`config.mk`:
```
export PLATFORM = sky130hd
export DESIGN_NAME = isc_top
export DESIGN_NICKNAME = d
export VERILOG_FILES = /design/src/design/isc_pkg.sv /design/src/design/isc_top.sv
export SDC_FILE = /design/constraint.sdc
export NUM_CORES = 1
export LEC_CHECK = 0
export ABC_AREA = 1
export CAP_MARGIN = 0
export CORE_MARGIN = 8
export CORE_UTILIZATION = 40
export DETAILED_ROUTE_END_ITERATION = 12
export DONT_BUFFER_PORTS = 1
export PLACE_DENSITY_LB_ADDON = 0.05
export SKIP_CTS_REPAIR_TIMING = 1
export SLEW_MARGIN = 5
export SYNTH_ARGS = -nofsm -noshare
export SYNTH_HDL_FRONTEND = slang
export SYNTH_SLANG_ARGS = --single-unit
```
`constraint.sdc`:
```
create_clock -name i_mclk -period 2.7 [get_ports i_mclk]
set_input_delay 0.135 -clock i_mclk [delete_from_list [all_inputs] [get_ports i_mclk]]
set_output_delay 0.135 -clock i_mclk [all_outputs]
set_load 0.03 [all_outputs]
```
`src/design/isc_pkg.sv`:
```
// constants and types for the i2c sequence control block
package isc_pkg;

	// timing: one quarter of an scl period at 100 kHz
	localparam int CLK_NS  = 40;
	localparam int QTR_NS  = 2500;
	localparam int QTR_CYC = (QTR_NS + CLK_NS - 1) / CLK_NS;

	// apb byte addresses
	localparam logic [7:0] A_CTRL = 8'h00;
	localparam logic [7:0] A_STAT = 8'h04;
	localparam logic [7:0] A_OWN  = 8'h08;
	localparam logic [7:0] A_IST  = 8'h0c;
	localparam logic [7:0] A_ICLR = 8'h10;
	localparam logic [7:0] A_IEN  = 8'h14;

	// bus_control_one bit positions
	localparam int B_START = 0;
	localparam int B_RS    = 1;
	localparam int B_STOP  = 2;
	localparam int B_RCV   = 3;
	localparam int B_ACK   = 4;
	localparam int B_ACK_VALUE = 5;
	localparam int B_CLOCK_STRETCH_ENABLE = 6;
	localparam int B_GENERAL_CALL_ENABLE  = 7;
	localparam int B_REL   = 8;
	localparam int B_ADDRESS_HOLD_ENABLE  = 9;
	localparam int B_DATA_HOLD_ENABLE  = 10;

	// interrupt event bit positions
	localparam int EV_MDONE = 0;
	localparam int EV_MRX   = 1;
	localparam int EV_SADR  = 2;
	localparam int EV_SRX   = 3;

	// reset values and fixed codes
	localparam logic [10:0] CTRL_RST = 11'h000;
	localparam logic [6:0]  OWN_RST  = 7'h50;
	localparam logic [7:0]  GC_ADDR  = 8'h00;

	// master sequence states
	typedef enum logic [5:0] {
		M_IDLE  = 6'b000001,
		M_START = 6'b000010,
		M_RSTRT = 6'b000100,
		M_STOP  = 6'b001000,
		M_ACK   = 6'b010000,
		M_RECV  = 6'b100000
	} isc_msm_t;

	// slave receive states
	typedef enum logic [5:0] {
		S_IDLE = 6'b000001,
		S_ADDR = 6'b000010,
		S_AACK = 6'b000100,
		S_DATA = 6'b001000,
		S_DACK = 6'b010000,
		S_HOLD = 6'b100000
	} isc_ssm_t;

endpackage

```
`src/design/isc_top.sv`:
```
// i2c sequence control: master sequences, slave match, apb registers
`timescale 1ns/100ps
`default_nettype none
module isc_top
	import isc_pkg::*;
(
	input  wire logic        i_mclk,
	input  wire logic        i_rst_b,
	input  wire logic        i_psel,
	input  wire logic        i_penable,
	input  wire logic        i_pwrite,
	input  wire logic [7:0]  i_paddr,
	input  wire logic [31:0] i_pwdata,
	output logic      [31:0] o_prdata,
	output logic             o_pready,
	output logic             o_pslverr,
	output logic             o_irq,
	input  wire logic        i_scl,
	output logic             o_scl_o,
	output logic             o_scl_oe_b,
	input  wire logic        i_sda,
	output logic             o_sda_o,
	output logic             o_sda_oe_b
);

	typedef struct packed {
		logic [10:0] ctrl;
		logic [6:0]  own;
		logic [3:0]  ist;
		logic [3:0]  ien;
		logic [31:0] prdata;
		logic        pready;
		logic        pslverr;
		logic        irq;
		logic [1:0]  scl_s;
		logic [1:0]  sda_s;
		logic        scl_p;
		logic        sda_p;
		logic [5:0]  div;
		logic        tick;
		isc_msm_t    mst;
		logic [1:0]  ph;
		logic [2:0]  bitn;
		logic [7:0]  mrx;
		logic        mscl;
		logic        msda;
		isc_ssm_t    sst;
		logic [3:0]  scnt;
		logic [7:0]  ssh;
		logic [7:0]  srx;
		logic        gc;
		logic        rd;
		logic        sscl;
		logic        ssda;
		logic        scl_oe_b;
		logic        sda_oe_b;
	} isc_state_t;

	isc_state_t q;
	isc_state_t d;

	logic setup;
	logic acc;
	logic wr_ctrl;
	logic sfall;
	logic srise;
	logic s_start;
	logic s_stop;
	logic gc_hit;
	logic own_hit;
	logic ack_low;
	logic madv;

	// bus phase decode
	assign setup   = i_psel & ~i_penable;
	assign acc     = i_psel & i_penable & q.pready;
	assign wr_ctrl = acc & i_pwrite & (i_paddr == A_CTRL);

	// line events from synchronised pins
	assign sfall   = q.scl_p & ~q.scl_s[1];
	assign srise   = ~q.scl_p & q.scl_s[1];
	assign s_start = q.sda_p & ~q.sda_s[1] & q.scl_s[1];
	assign s_stop  = ~q.sda_p & q.sda_s[1] & q.scl_s[1];

	// slave address match
	assign gc_hit  = q.ctrl[B_GENERAL_CALL_ENABLE] & (q.ssh == GC_ADDR);
	assign own_hit = (q.ssh[7:1] == q.own) & (q.ssh[7:1] != 7'h00);
	assign ack_low = (q.ctrl[B_ADDRESS_HOLD_ENABLE] | q.ctrl[B_DATA_HOLD_ENABLE]) ?
		~q.ctrl[B_ACK_VALUE] : 1'b1;

	// master waits while its released scl is held low
	assign madv = q.tick & (q.mscl | q.scl_s[1]);

	// next-state logic for the whole block
	always_comb begin
		logic [3:0] ev;
		logic [3:0] clr;
		ev  = 4'h0;
		clr = 4'h0;
		d   = q;
		d.scl_s = {q.scl_s[0], i_scl};
		d.sda_s = {q.sda_s[0], i_sda};
		d.scl_p = q.scl_s[1];
		d.sda_p = q.sda_s[1];

		// quarter-bit divider, runs only during a sequence
		d.tick = 1'b0;
		if (q.mst == M_IDLE) begin
			d.div = 6'h00;
		end else if (q.div == 6'(QTR_CYC - 1)) begin
			d.div  = 6'h00;
			d.tick = 1'b1;
		end else begin
			d.div = q.div + 6'h01;
		end

		// master sequence engine
		unique case (q.mst)
			M_IDLE: begin
				d.ph   = 2'd0;
				d.bitn = 3'd0;
				if (q.ctrl[B_START]) begin
					d.mst = M_START;
				end else if (q.ctrl[B_RS]) begin
					d.mst = M_RSTRT;
				end else if (q.ctrl[B_STOP]) begin
					d.mst = M_STOP;
				end else if (q.ctrl[B_ACK]) begin
					d.mst = M_ACK;
				end else if (q.ctrl[B_RCV]) begin
					d.mst = M_RECV;
				end
			end
			M_START: if (madv) begin
				d.ph = q.ph + 2'd1;
				if (q.ph == 2'd0) begin
					d.msda = 1'b0;
					d.mscl = 1'b0;
				end
				if (q.ph == 2'd1) d.msda = 1'b1;  // sda falls, scl high
				if (q.ph == 2'd2) d.mscl = 1'b1;
				if (q.ph == 2'd3) begin
					d.ctrl[B_START] = 1'b0;
					d.mst = M_IDLE;
					ev[EV_MDONE] = 1'b1;
				end
			end
			M_RSTRT: if (madv) begin
				d.ph = q.ph + 2'd1;
				if (q.ph == 2'd0) d.msda = 1'b0;
				if (q.ph == 2'd1) d.mscl = 1'b0;
				if (q.ph == 2'd2) d.msda = 1'b1;
				if (q.ph == 2'd3) begin
					d.mscl = 1'b1;
					d.ctrl[B_RS] = 1'b0;
					d.mst = M_IDLE;
					ev[EV_MDONE] = 1'b1;
				end
			end
			M_STOP: if (madv) begin
				d.ph = q.ph + 2'd1;
				if (q.ph == 2'd0) d.msda = 1'b1;
				if (q.ph == 2'd1) d.mscl = 1'b0;
				if (q.ph == 2'd2) d.msda = 1'b0;  // sda rises, scl high
				if (q.ph == 2'd3) begin
					d.ctrl[B_STOP] = 1'b0;
					d.mst = M_IDLE;
					ev[EV_MDONE] = 1'b1;
				end
			end
			M_ACK: if (madv) begin
				d.ph = q.ph + 2'd1;
				if (q.ph == 2'd0) d.msda = ~q.ctrl[B_ACK_VALUE];
				if (q.ph == 2'd1) d.mscl = 1'b0;
				if (q.ph == 2'd2) d.mscl = 1'b1;
				if (q.ph == 2'd3) begin
					d.msda = 1'b0;
					d.ctrl[B_ACK] = 1'b0;
					d.mst = M_IDLE;
					ev[EV_MDONE] = 1'b1;
				end
			end
			M_RECV: if (madv) begin
				d.ph = q.ph + 2'd1;
				if (q.ph == 2'd0) d.msda = 1'b0;
				if (q.ph == 2'd1) d.mscl = 1'b0;
				if (q.ph == 2'd2) d.mrx = {q.mrx[6:0], q.sda_s[1]};
				if (q.ph == 2'd3) begin
					d.mscl = 1'b1;
					d.bitn = q.bitn + 3'd1;
					if (q.bitn == 3'd7) begin
						d.ctrl[B_RCV] = 1'b0;
						d.mst = M_IDLE;
						ev[EV_MRX] = 1'b1;
					end
				end
			end
		endcase

		// slave receiver, bus start and stop take priority
		if (s_stop) begin
			d.sst  = S_IDLE;
			d.ssda = 1'b0;
			d.sscl = 1'b0;
		end else if (s_start) begin
			d.sst  = S_ADDR;
			d.scnt = 4'd0;
			d.ssda = 1'b0;
			d.sscl = 1'b0;
			d.gc   = 1'b0;
			d.rd   = 1'b0;
		end else begin
			unique case (q.sst)
				S_IDLE: begin
				end
				S_ADDR, S_DATA: begin
					if (srise) begin
						d.ssh  = {q.ssh[6:0], q.sda_s[1]};
						d.scnt = q.scnt + 4'd1;
					end else if (sfall && q.scnt == 4'd8) begin
						if (q.sst == S_DATA) begin
							d.srx  = q.ssh;
							d.ssda = ack_low;
							d.ctrl[B_REL] = 1'b0;
							d.sst  = S_DACK;
							ev[EV_SRX] = 1'b1;
						end else if (gc_hit | own_hit) begin
							d.gc   = gc_hit;
							d.rd   = q.ssh[0];
							d.ssda = ack_low;
							d.sst  = S_AACK;
							ev[EV_SADR] = 1'b1;
							if (q.ssh[0]) begin
								d.ctrl[B_REL]   = 1'b0;
								d.ctrl[B_CLOCK_STRETCH_ENABLE] = 1'b0;
							end
						end else begin
							d.sst = S_IDLE;
						end
					end
				end
				S_AACK, S_DACK: if (sfall) begin
					d.ssda = 1'b0;
					d.scnt = 4'd0;
					if (q.rd) begin
						d.sst = S_IDLE;
					end else if (q.ctrl[B_CLOCK_STRETCH_ENABLE] & ~q.ctrl[B_REL]) begin
						d.sscl = 1'b1;
						d.sst  = S_HOLD;
					end else begin
						d.sst = S_DATA;
					end
				end
				S_HOLD: if (q.ctrl[B_REL]) begin
					d.sscl = 1'b0;
					d.sst  = S_DATA;
				end
			endcase
		end

		// apb: answer in the first access cycle
		d.pready  = setup;
		d.pslverr = 1'b0;
		d.prdata  = 32'h0000_0000;
		if (setup) begin
			unique case (i_paddr)
				A_CTRL: d.prdata = {21'h0, q.ctrl};
				A_STAT: d.prdata = {12'h0, q.rd, q.gc, q.sst != S_IDLE,
					q.mst != M_IDLE, q.srx, q.mrx};
				A_OWN:  d.prdata = {25'h0, q.own};
				A_IST:  d.prdata = {28'h0, q.ist};
				A_ICLR: d.prdata = 32'h0000_0000;
				A_IEN:  d.prdata = {28'h0, q.ien};
				default: d.pslverr = 1'b1;
			endcase
		end
		if (acc && i_pwrite && !q.pslverr) begin
			unique case (i_paddr)
				A_CTRL: begin
					d.ctrl[B_DATA_HOLD_ENABLE:B_ACK_VALUE] = i_pwdata[B_DATA_HOLD_ENABLE:B_ACK_VALUE];
					if (q.mst == M_IDLE && q.ctrl[B_ACK:B_START] == 5'h00)
						d.ctrl[B_ACK:B_START] = i_pwdata[B_ACK:B_START];
				end
				A_OWN:  d.own = i_pwdata[6:0];
				A_ICLR: clr = i_pwdata[3:0];
				A_IEN:  d.ien = i_pwdata[3:0];
				default: begin
				end
			endcase
		end

		// sticky events, a new event beats a clear
		d.ist = (q.ist & ~clr) | ev;
		d.irq = |(d.ist & d.ien);
		d.scl_oe_b = ~(d.mscl | d.sscl);
		d.sda_oe_b = ~(d.msda | d.ssda);
	end

	// state register
	always_ff @(posedge i_mclk) begin
		if (!i_rst_b) begin
			q          <= '0;
			q.ctrl     <= CTRL_RST;
			q.own      <= OWN_RST;
			q.mst      <= M_IDLE;
			q.sst      <= S_IDLE;
			q.scl_oe_b <= 1'b1;
			q.sda_oe_b <= 1'b1;
			// idle bus level, so no false edge follows reset
			q.scl_s    <= 2'b11;
			q.sda_s    <= 2'b11;
			q.scl_p    <= 1'b1;
			q.sda_p    <= 1'b1;
		end else begin
			q <= d;
		end
	end

	// outputs straight from the state register, except o_scl_o and o_sda_o tied low
	assign o_prdata   = q.prdata;
	assign o_pready   = q.pready;
	assign o_pslverr  = q.pslverr;
	assign o_irq      = q.irq;
	assign o_scl_o    = 1'b0;
	assign o_sda_o    = 1'b0;
	assign o_scl_oe_b = q.scl_oe_b;
	assign o_sda_oe_b = q.sda_oe_b;
endmodule
`default_nettype wire

```
; Word-level counts from Yosys, hierarchy flattened
; Index checks and enable logic that the tools add are counted.
[op_classes]
addsub = 4
n_eq_ne = 42
reduce_logical = 39
n_bitwise = 35
mux = 119
[op_table]
columns = cell, n
row1 = $pmux W20 S5, 1
row2 = $mux W6, 15
row3 = $mux W1, 63
row4 = $mux W2, 17
row5 = $pmux W8 S3, 1
row6 = $mux W21, 1
row7 = $mux W4, 5
row8 = $eq A6 B6 Y1 const B, 3
row9 = $pmux W6 S3, 1
row10 = $reduce_and A6 Y1, 3
row11 = $eq A8 B4 Y1 const B, 2
row12 = $eq A8 B5 Y1 const B, 2
row13 = $logic_not A8 Y1, 2
row14 = $mux W16, 1
row15 = $mux W8, 2
row16 = $ne A2 B2 Y1 const B, 8
row17 = $ne A3 B3 Y1 const B, 5
row18 = $and A1 B1 Y1, 13
row19 = $not A1 Y1, 13
row20 = $eq A6 B2 Y1 const B, 2
row21 = $eq A6 B3 Y1 const B, 2
row22 = $eq A6 B4 Y1 const B, 2
row23 = $eq A6 B5 Y1 const B, 2
row24 = $mux W12, 1
row25 = other kinds (43), 72
[word_totals]
ff_bits = 127
inputBits = 47

; Longest topological paths before layout
; Gate-level depths: netlist (run 1).
[logic_depth]
word_depth = 13
depth_mapped = 13
depth_no_buf = 13

; Worst setup path after synthesis (run 1)
; No wires, ideal clock.
[synth_timing]
kind = register to register
startpoint = register q[30] (netlist bit)
endpoint = register q[20] (netlist bit)
synth_period_minus_slack_ps = 1632
t_required_ps = 2584
t_arrival_ps = 1517
stages_incl_launch_ff = 10
setup_time_ps = 116
slack_ps = 1068
path_cell_list = dfxtp_1 -> nor2_4 -> nand4_1 -> nand2_2 -> nand2_2 -> or3_1 -> buf_2 -> buf_6 -> o21ai_2 -> a21oi_2
[synth_via]
elab_chain_cells = 3
word_cells_on_any_way = 4
cone_classes = 2 x eq/ne / 2 x reduce/logical
[synth_rtl]
columns = element, line
row1 = start: declaration, isc_top.sv:59  ; isc_state_t q;
row2 = $eq A6 B4 Y1 or $eq A6 B2 Y1 (tied branches), isc_top.sv:213  ; unique case (q.sst)
row3 = $reduce_or A2 Y1 (*), isc_top.sv:213
row4 = $reduce_and A4 Y1 (no source line) (*), n/a
; Mark *: on every way between the ends. The rest lies on a longest branch, timed or not.
; A chain may end at the register's enable or synchronous reset.

; Worst setup path in the final report (run 1)
[layout_timing]
startpoint = register q, in the netlist o_pready
endpoint = register q[117] (netlist bit)
[layout_via]
elab_chain_cells = 4
[layout_rtl]
columns = element, line
row1 = $and A1 B1 Y1, isc_top.sv:76  ; assign acc = i_psel & i_penable & q.pready;
row2 = $logic_and A1 B1 Y1 (2 in a row), isc_top.sv:277  ; if (acc && i_pwrite && !q.pslverr) begin
row3 = $mux W16, isc_top.sv:277
; Every way passes these cells.

==> out/results.txt, run 1 <==
Status: finished, violations left
Violated checks: hold timing
Post-route ant nets: 0
Clock buffers created by TritonCTS: 17
Unique cell type count in the Yosys netlist: 45
Critical Path End Type: flop
Top cells by area, synth: dfxtp_1, nand2_1, inv_1
Synthesized area: 5380 µm²
Clock Sinks: 115
Pwr Total: 4.35 mW
Sequential share of the synthesized area: 42.8%
Router iterations before antenna repair: 4
1st-iter DRT viols: 343
Slew @ Worst Pin: 0.585 ns
Starting Density: 40.8%
Synth area leader: dfxtp_1
Via density: 4.90
Pins Over Slew Limit: 0
Core Rows: 42
Final setup fails: 0
CORE AREA: 13200 µm²
Initial antenna violation count: 0
Maximum vdd drop: 0.395 mV
Post-Synth XOR/XNOR Area: 1.79%
Leak pwr: 2.53 nW
Final setup TNS: 0 ns
Die Width: 132 µm
Hold/Removal Path Class: input port to flop
Die area: 17400 µm²
Period minus WS final: 2.11 ns
CTS tree: done
Worst endpoint data arrival time: 2.41 ns
Fin crit share: 78.1%
Final hold viol count: 1
Nets: 791
Clk_lat worst skew: 0.42 ns
Relative slew slack: 61.0%
Critical path required time: 3.00 ns
Max_cap viols: 0
Clock root buffer master: clkbuf_16
DR WL/cell: 14.5 µm
GRT Total Usage: 15.6%
IO Port Bufs: 0
First-pass GRT wire length: 21900 µm
Cells after synthesis: 729
Share of the synthesized area in the top cell type: 42.8%
Crit path max fanout: 13
Layout cells sized above 1: 8.70%
RSZ-0062 raised after global routing: false
Inserted Diodes: 0
Skew final: 0.00735 ns
Reg clk slew, reported paths: 0.06 ns
Chip height: 132 µm
Detailed Place HPWL: 9920 µm
H-tree levels: 4
Setup crit start kind: flop
WHS: -0.00134 ns
Gr ovfl total: 0
Vias post-DR: 4527
Pwr dens: 705 nW/µm²
Most common cell after layout, fill and taps aside: dfxtp_1
Worst setup path class: flop to flop
Simple-Gate Fraction of Synth Area: 22.2%
Final WL: 13400 µm
Adder-cell share of the synthesized area: 2.33%
Post-synthesis mux area share: 0%
Vias in the first global route: 4370
Largest net degree at the start of global routing: 53
Area added between synthesis and finish: 14.8%
Syn Area/Cell: 7.38 µm²
Main combinational cell family by area after synthesis: simple AND/OR/NAND/NOR gates
Most frequent cells in the layout: dfxtp_1, nand2_1, inv_1
Fmax: 0.474 GHz
Routability cong.: 0.844
Register bit total from synthesis: 115
Compound-Gate Fraction of Synth Area: 17.2%
Clk buf depth: 2
I/O Pins: 86
# DRC: 0
YS warnings: 0
-- metrics by stage --
stage	area, µm²	utilization [%]	instances	setup slack [ns]
4_1_cts	6000	45.5	907	0.539
3_3_place_gp	5360	40.7	875	0.627
5_1_grt	6170	46.8	923	0.375
2_1_floorplan	5430	-	742	1.07
6_report	6170	46.8	923	0.590
3_5_place_dp	5360	40.7	875	0.552
-- worst paths after layout --
kind,from,to,slack [ns],cells past startpoint
worst max-delay path,o_pready$_SDFF_PN0_,q[117]$_SDFF_PN0_,0.59,9
worst min-delay path,i_rst_b,q[56]$_SDFF_PP0_,-0.001,2
worst max register to register,o_pready$_SDFF_PN0_,q[117]$_SDFF_PN0_,0.59,9
worst min register to register,d[63]$_SDFF_PN1_,d[60]$_SDFF_PN1_,0.41,1
-- worst max-delay path, stage by stage, from the launching register on --
cell     delay (ns)
dfxtp_1        0.51
inv_1          0.07
nor3_1         0.38
inv_1          0.11
nor2_1         0.12
inv_1          0.21
nor2_2         0.25
inv_1          0.12
o21ai_0        0.17
a21oi_1        0.05
-- cells by family after synthesis --
group           after synthesis
compound gates              169
xor+xnor                     11
fa+ha+maj                    10
buf+inv                     157
flops                       115
other cells                   1
simple gates                266
-- cell type report --
| class | count | area, µm² |
|---|---|---|
| fillers | 1362 | 7020 |
| multi-input cells | 470 | 2390 |
| flip-flops and latches | 115 | 2300 |
| clock buffers | 23 | 488 |
| inverters | 109 | 409 |
| well taps | 176 | 220 |
| repair buffers | 21 | 208 |
| clock inverters | 9 | 150 |
-- Yosys cell counts (all sizes together) --
| cell type | count |
|---|---|
| a2111oi | 1 |
| a211oi | 3 |
| a21oi | 68 |
| a221oi | 3 |
| a22oi | 1 |
| a31oi | 4 |
| a41oi | 1 |
| and2 | 1 |
| and3 | 1 |
| buf | 39 |
| clkbuf | 9 |
| conb | 1 |
| dfxtp | 115 |
| ha | 10 |
| inv | 109 |
| nand2 | 113 |
| nand3 | 34 |
| nand3b | 2 |
| nand4 | 11 |
| nor2 | 80 |
| nor3 | 12 |
| nor3b | 3 |
| nor4 | 2 |
| o211ai | 4 |
| o21ai | 80 |
| o221ai | 1 |
| o22ai | 3 |
| or2 | 6 |
| or3 | 1 |
| xnor2 | 3 |
| xor2 | 8 |
-- sequential cells by signal, indices dropped and copies added (netlist names) --
signal	count
d	4
o_irq	1
o_prdata	20
o_pready	1
o_pslverr	1
o_scl_oe_b	1
o_sda_oe_b	1
q	86
-- where the power goes --
part | total, mW | leakage, nW | switching, mW | internal [mW]
Combinational | 0.195 | 1.29 | 0.137 | 0.0580
Sequential | 1.74 | 0.929 | 0.0192 | 1.72
Clock | 2.41 | 0.309 | 0.778 | 1.64
Total | 4.35 | 2.53 | 0.934 | 3.41
-- per-layer routing --
layer / global-route usage (%) / vias to the layer above / wire [µm] / share of wire (%)
li1: - / 2343 / - / -
met1: 18.5 / 2084 / 6190 / 46
met2: 25.6 / 87 / 6430 / 48
met3: 4.69 / 13 / 543 / 4.1
met4: 7.15 / 0 / 198 / 1.5
met5: 0 / - / 0 / 0
(Power assumes the default switching activity.)
==> inputs of run 2 (changes only) <==
ABC_AREA = 0   (was 1)
clock period = 1.9 ns   (was 2.7 ns; I/O delays follow)
==> run 2 against run 1 <==
Net effect:
- the run ends with hold timing, setup timing left
- first-iteration DRC count increased by 6.7%
- routed wire length increased by 20%
- synthesized cell count decreased by 11%
- global-route usage increased by 2.0 points
- synthesized area increased by 3.0%
- register-to-register slack got worse by 0.81 ns
- critical path type unchanged
- sequential cell count unchanged
- sequential share of layout area decreased by 5.0 points
- die area increased by 2.6%
- clock-buffer cell count decreased by 3
- combinational power increased by 85%
- final cell count unchanged
==> out/results.txt, run 2 <==
Hold/Removal Path Class: input port to flop
CP peak stage delay: 0.52 ns (about the same)
Skew final: 0.00577 ns (-0.00157 ns)
Sequential Power Share: 39.3% (-0.7 points)
Synthesized area: 5540 µm² (+3.0%)
Sequential share of the synthesized area: 41.6% (-1.2 points)
Main combinational cell family by area after synthesis: simple AND/OR/NAND/NOR gates
Async SR Flop Fraction: 0% (unchanged)
Comb power frac: 5.8% (+1.3 points)
Crit path max fanout: 5 (-8)
Fin cells: 923 (unchanged)
Setup crit start kind: flop
Clock Sinks: 115 (unchanged)
Via density: 5.25 (+7.1%)
Largest Register: q
Most common cell after layout, fill and taps aside: dfxtp_1
Top cells by area, synth: dfxtp_1, mux2i_1, nor2_1
Post-route ant nets: 0 (unchanged)
Reg clk slew, reported paths: 0.05 ns (about the same)
1st-iter DRT viols: 366 (+6.7%)
Vias in the first global route: 4700 (+7.6%)
IO Port Bufs: 0 (unchanged)
Final WL: 16000 µm (+20%)
Share of the synthesized area in the top cell type: 41.6% (-1.2 points)
Buf/Inv on CP: 2 (-2)
YS warnings: 0 (unchanged)
Slew @ Worst Pin: 0.660 ns (+0.0753 ns)
Inserted Diodes: 0 (unchanged)
Critical path required time: 2.20 ns (-0.80 ns)
Adder-cell share of the synthesized area: 2.44% (+0.11 points)
Layout cells sized above 1: 23.0% (+14 points)
Most frequent cell after synthesis: dfxtp_1
CTS tree: done
Vias post-DR: 4849 (+7.1%)
RSZ-0062 raised after global routing: true
Syn Area/Cell: 8.51 µm² (+15%)
Register bit total from synthesis: 115 (unchanged)
Core Rows: 43 (+2.4%)
Maximum vdd drop: 0.607 mV (+54%)
CP cell instances: or3_4 -> or4b_4 -> buf_6 -> a311oi_4 -> buf_6 -> mux2i_1 -> nor2_1
Starting Density: 40.4% (-0.40 points)
Unique cell type count in the Yosys netlist: 66 (+47%)
Routability cong.: 0.883 (+4.7%)
Gr ovfl total: 0 (unchanged)
Max_cap viols: 0 (unchanged)
Most frequent cells in the layout: dfxtp_1, buf_4, nor2_1
First-pass GRT wire length: 25000 µm (+14%)
Detailed Place HPWL: 11400 µm (+15%)
Number of flops mapped to enable cells by yosys: 0 (unchanged)
Synth cell count leaders: dfxtp_1, nor2_1, nand2_1, a21oi_1, nand3_1
Crit path top cell by count: buf_6
DP Worst Slack: -0.284 ns (-0.836 ns)
CORE AREA: 13700 µm² (+4.0%)
Pwr dens: 869 nW/µm² (+23%)
Internal power: 4.85 mW (+42%)
Largest net degree at the start of global routing: 28 (-47%)
Worst setup path class: flop to flop
Post-synthesis mux area share: 7.25% (+7.3 points)
Post-Synth XOR/XNOR Area: 2.85% (+1.1 points)
Router iterations before antenna repair: 4 (unchanged)
Final setup fails: 16 (+16)
CP max stage cell: or4b_4
Violated checks: hold timing, setup timing
Largest register FFs: 86 (unchanged)
Status: finished, violations left
# DRC: 0 (unchanged)
Placed cells: 856 (-2.2%)
WHS: -0.0388 ns (-0.0374 ns)
Clk buf depth: 2 (unchanged)
Leak pwr: 2.91 nW (+15%)
Relative slew slack: 55.8% (-5.2 points)
Simple-Gate Fraction of Synth Area: 23.5% (+1.2 points)
Fin crit share: 112% (+33 points)
Nets: 787 (-0.51%)
I/O Pins: 86 (unchanged)
Initial antenna violation count: 0 (unchanged)
Fin util: 52.3% (+5.5 points)
Sw frac: 22.1% (+0.66 points)
Fmax: 0.472 GHz (-0.48%)
Die area: 17900 µm² (+2.6%)
Critical Path End Type: flop
Die Width: 134 µm (+1.3%)
H-tree levels: 4 (unchanged)
Area added between synthesis and finish: 29.5%
Compound-Gate Fraction of Synth Area: 14.0% (-3.1 points)
DR WL/cell: 17.3 µm (+20%)
Sw Pwr: 1.38 mW (+48%)
CP top delay family: simple AND/OR/NAND/NOR gates
Clock buffers created by TritonCTS: 17 (unchanged)
GRT Total Usage: 17.7% (+2.0 points)
Pins Over Slew Limit: 0 (unchanged)
Final hold viol count: 7 (+6)
Period minus WS final: 2.12 ns (+0.0101 ns)
Worst endpoint data arrival time: 2.42 ns (about the same)
Final setup margin: -0.220 ns (-0.810 ns)
Top_reg_cell synth: dfxtp_1
Cells after synthesis: 651 (-11%)
Chip height: 134 µm (+1.3%)
Clk_lat worst skew: 0.42 ns (about the same)
Synth area leader: dfxtp_1
Clk pwr share: 55.0% (-0.5 points)
Clock root buffer master: clkbuf_16
==> run 2: cell types whose count changed after synthesis, sizes merged, moves of 13 or more <==
cell / before / now
mux2i: 0 / 30
nand2b: 0 / 13
clkbuf: 9 / 26
nand2: 113 / 59
inv: 109 / 21
o21ai: 80 / 21
a21oi: 68 / 47
==> run 2: worst paths after layout <==
path / startpoint / endpoint / slack, ns / cells past startpoint
worst max-delay path: q[26]$_SDFFE_PP1P_ / q[30]$_SDFFE_PP0P_ / -0.22 / 7
worst min-delay path: i_rst_b / q[55]$_SDFF_PP0_ / -0.04 / 2
worst max register to register: q[26]$_SDFFE_PP1P_ / q[30]$_SDFFE_PP0P_ / -0.22 / 7
worst min register to register: q[5]$_SDFFE_PN0P_ / q[5]$_SDFFE_PN0P_ / 0.45 / 1
==> run 2: layout make-up <==
type | instances | area, µm²
multi-input cells | 463 | 2990
repair buffers | 112 | 925
clock inverters | 12 | 176
inverters | 21 | 78.8
clock buffers | 20 | 457
fillers | 1345 | 6550
flip-flops and latches | 115 | 2310
well taps | 180 | 225
==> run 2: routing by layer <==
metal | GRT usage (%) | wire length, µm | vias to the layer above
met1 | 22.0 | 7280 | 2304
met4 | 6.61 | 221 | 0
li1 | - | - | 2409
met5 | 0 | 0 | -
met3 | 5.38 | 997 | 19
met2 | 28.2 | 7480 | 117
==> run 2: worst reg2reg max path, stage by stage (launching register included) <==
cell      delay (ns)
dfxtp_2         0.31
or3_4           0.38
or4b_4          0.52
buf_6           0.14
a311oi_4        0.24
buf_6           0.17
mux2i_1         0.19
nor2_1          0.05
==> run 2: power by group through the flow <==
stage          Clock (mW)  Sequential [mW]  Combinational, mW
2_1_floorplan           0             2.50              0.209
3_3_place_gp            0             2.50              0.276
3_5_place_dp            0             2.50              0.278
4_1_cts              3.48             2.45              0.279
5_1_grt              3.57             2.45              0.390
6_report             3.42             2.45              0.360
==> run 2: cell families after synthesis <==
group | count (synthesis)
other cells | 1
buf+inv | 86
simple gates | 264
compound gates | 121
mux | 35
xor+xnor | 18
flops | 115
fa+ha+maj | 11
==> run 2: metrics by stage <==
| step | TNS (ns) | total power [mW] | cell area [µm²] | hold slack [ns] |
|---|---|---|---|---|
| finish | -1.67 | 6.23 | 7170 | -0.0388 |
| floorplan | -1.44 | 2.71 | 5650 | 0.196 |
| detailed placement | -2.00 | 2.78 | 6050 | 0.170 |
| global placement | -1.75 | 2.77 | 6050 | 0.169 |
| CTS | -2.16 | 6.21 | 6680 | -0.266 |
| global route | -4.64 | 6.41 | 7170 | 0.00642 |
==> inputs of run 3 (changes only) <==
HOLD_SLACK_MARGIN = 0.12   (was default)
==> run 3 against run 2 <==
Net effect:
- the run still ends with hold timing, setup timing left
- sequential power is essentially flat
- cell area decreased by 0.42%
- clock skew is essentially flat
- power about the same
- largest cell class unchanged
- hold slack worse by 0.048 ns
- clock power hardly changed
==> out/results.txt, run 3 (synthesized netlist as in run 2, its figures left out) <==
Setup crit start kind: flop
Hold/Removal Path Class: input port to flop
Most frequent cells in the layout: dfxtp_1, buf_4, nor2_1
Status: finished, violations left
Clock Sinks: 115 (unchanged)
I/O Pins: 86 (unchanged)
RSZ-0062 raised after global routing: true
Final setup fails: 10 (-6)
GRT Total Usage: 17.7% (unchanged)
Fin crit share: 112% (about the same)
Pwr dens: 872 nW/µm² (+0.36%)
CORE AREA: 13700 µm² (unchanged)
Clock buffers created by TritonCTS: 17 (unchanged)
Crit path max fanout: 5 (unchanged)
# DRC: 0 (unchanged)
CP max stage cell: or4b_4
Area added between synthesis and finish: 28.9%
Inserted Diodes: 0 (unchanged)
CP cell instances: or3_4 -> or4b_4 -> buf_6 -> a311oi_4 -> buf_6 -> mux2i_1 -> nor2_1
Layout cells sized above 1: 23.3% (+0.26 points)
Post-route ant nets: 0 (unchanged)
WHS: -0.0870 ns (-0.0482 ns)
Gr ovfl total: 0 (unchanged)
Router iterations before antenna repair: 5 (+1)
Core Rows: 43 (unchanged)
Critical Path End Type: flop
Crit path top cell by count: buf_6
Leak pwr: 2.92 nW (+0.25%)
Detailed Place HPWL: 11400 µm (unchanged)
DR WL/cell: 17.0 µm (-1.9%)
Via density: 5.25 (about the same)
Final WL: 15600 µm (-2.3%)
Vias post-DR: 4828 (-0.43%)
Final setup margin: -0.222 ns (-0.00187 ns)
Largest Register: q
Reg clk slew, reported paths: 0.06 ns (about the same)
CP peak stage delay: 0.52 ns (about the same)
Relative slew slack: 36.7% (-19 points)
Clk_lat worst skew: 0.42 ns (about the same)
Die area: 17900 µm² (unchanged)
Nets: 783 (-0.51%)
Vias in the first global route: 4700 (unchanged)
Routability cong.: 0.883 (unchanged)
Skew final: 0.00561 ns (-0.000167 ns)
Most common cell after layout, fill and taps aside: dfxtp_1
Starting Density: 40.4% (unchanged)
Slew @ Worst Pin: 0.946 ns (+0.285 ns)
CTS tree: done
Violated checks: hold timing, setup timing
Die Width: 134 µm (unchanged)
Max_cap viols: 0 (unchanged)
First-pass GRT wire length: 25000 µm (unchanged)
IO Port Bufs: 0 (unchanged)
Critical path required time: 2.20 ns (about the same)
Worst hold path depth: 2 (unchanged)
Maximum vdd drop: 0.607 mV (about the same)
Chip height: 134 µm (unchanged)
Final hold viol count: 7 (unchanged)
Largest net degree at the start of global routing: 28 (unchanged)
Clk buf depth: 2 (unchanged)
Worst setup path class: flop to flop
H-tree levels: 4 (unchanged)
Period minus WS final: 2.12 ns (+0.00187 ns)
Clock root buffer master: clkbuf_16
Pins Over Slew Limit: 0 (unchanged)
Pwr Total: 6.22 mW (about the same)
Largest register FFs: 86 (unchanged)
Reg2Reg Depth: 7 (unchanged)
Worst endpoint data arrival time: 2.42 ns (about the same)
Initial antenna violation count: 0 (unchanged)
Fmax: 0.471 GHz (about the same)
1st-iter DRT viols: 345 (-5.7%)
DP Worst Slack: -0.284 ns (unchanged)
[run 3: cell type report]
cell class	count	area (µm²)
Inverter	21	78.8
Clock buffer	20	457
Timing Repair Buffer	108	895
Tap cell	180	225
Clock inverter	12	176
Multi-Input combinational cell	463	2990
Sequential cell	115	2310
Fill cell	1347	6580
[run 3: routing by layer]
metal | share of wire, % | GRT usage, % | routed length [µm] | vias up
met1 | 46 | 22.0 | 7160 | 2285
met5 | 0 | 0 | 0 | -
met4 | 1.3 | 6.61 | 200 | 0
li1 | - | - | - | 2397
met3 | 5.6 | 5.38 | 873 | 14
met2 | 47 | 28.2 | 7380 | 132
[run 3: worst max-delay path, delay by kind of cell, from the launching register on]
kind	cells	cell delay, ns
simple gates	3	0.95
buf+inv	2	0.31
flops	1	0.31
compound gates	1	0.24
mux	1	0.19
[run 3: power by group]
group          switching, mW  internal (mW)
logic                  0.212          0.150
registers             0.0145           2.43
clock network           1.15           2.27
total                   1.38           4.85
[run 3: final timing paths]
| path | from | end | slack (ns) |
|---|---|---|---|
| max | q[26]$_SDFFE_PP1P_ | q[30]$_SDFFE_PP0P_ | -0.22 |
| min | i_paddr[3] | o_prdata[7]$_SDFF_PN0_ | -0.09 |
| max reg2reg | q[26]$_SDFFE_PP1P_ | q[30]$_SDFFE_PP0P_ | -0.22 |
| min reg2reg | d[65]$_SDFF_PN1_ | d[61]$_SDFF_PN1_ | 0.41 |
[run 3: stage by stage]
stage	instance area, µm²	std cells	util [%]	hold WS [ns]	setup TNS [ns]
2_1_floorplan	5650	664	-	0.196	-1.44
3_3_place_gp	6050	856	44.1	0.169	-1.75
3_5_place_dp	6050	856	44.1	0.170	-2.00
4_1_cts	6680	888	48.7	-0.266	-2.16
5_1_grt	7140	919	52.0	-0.0943	-3.41
6_report	7140	919	52.0	-0.0870	-1.43
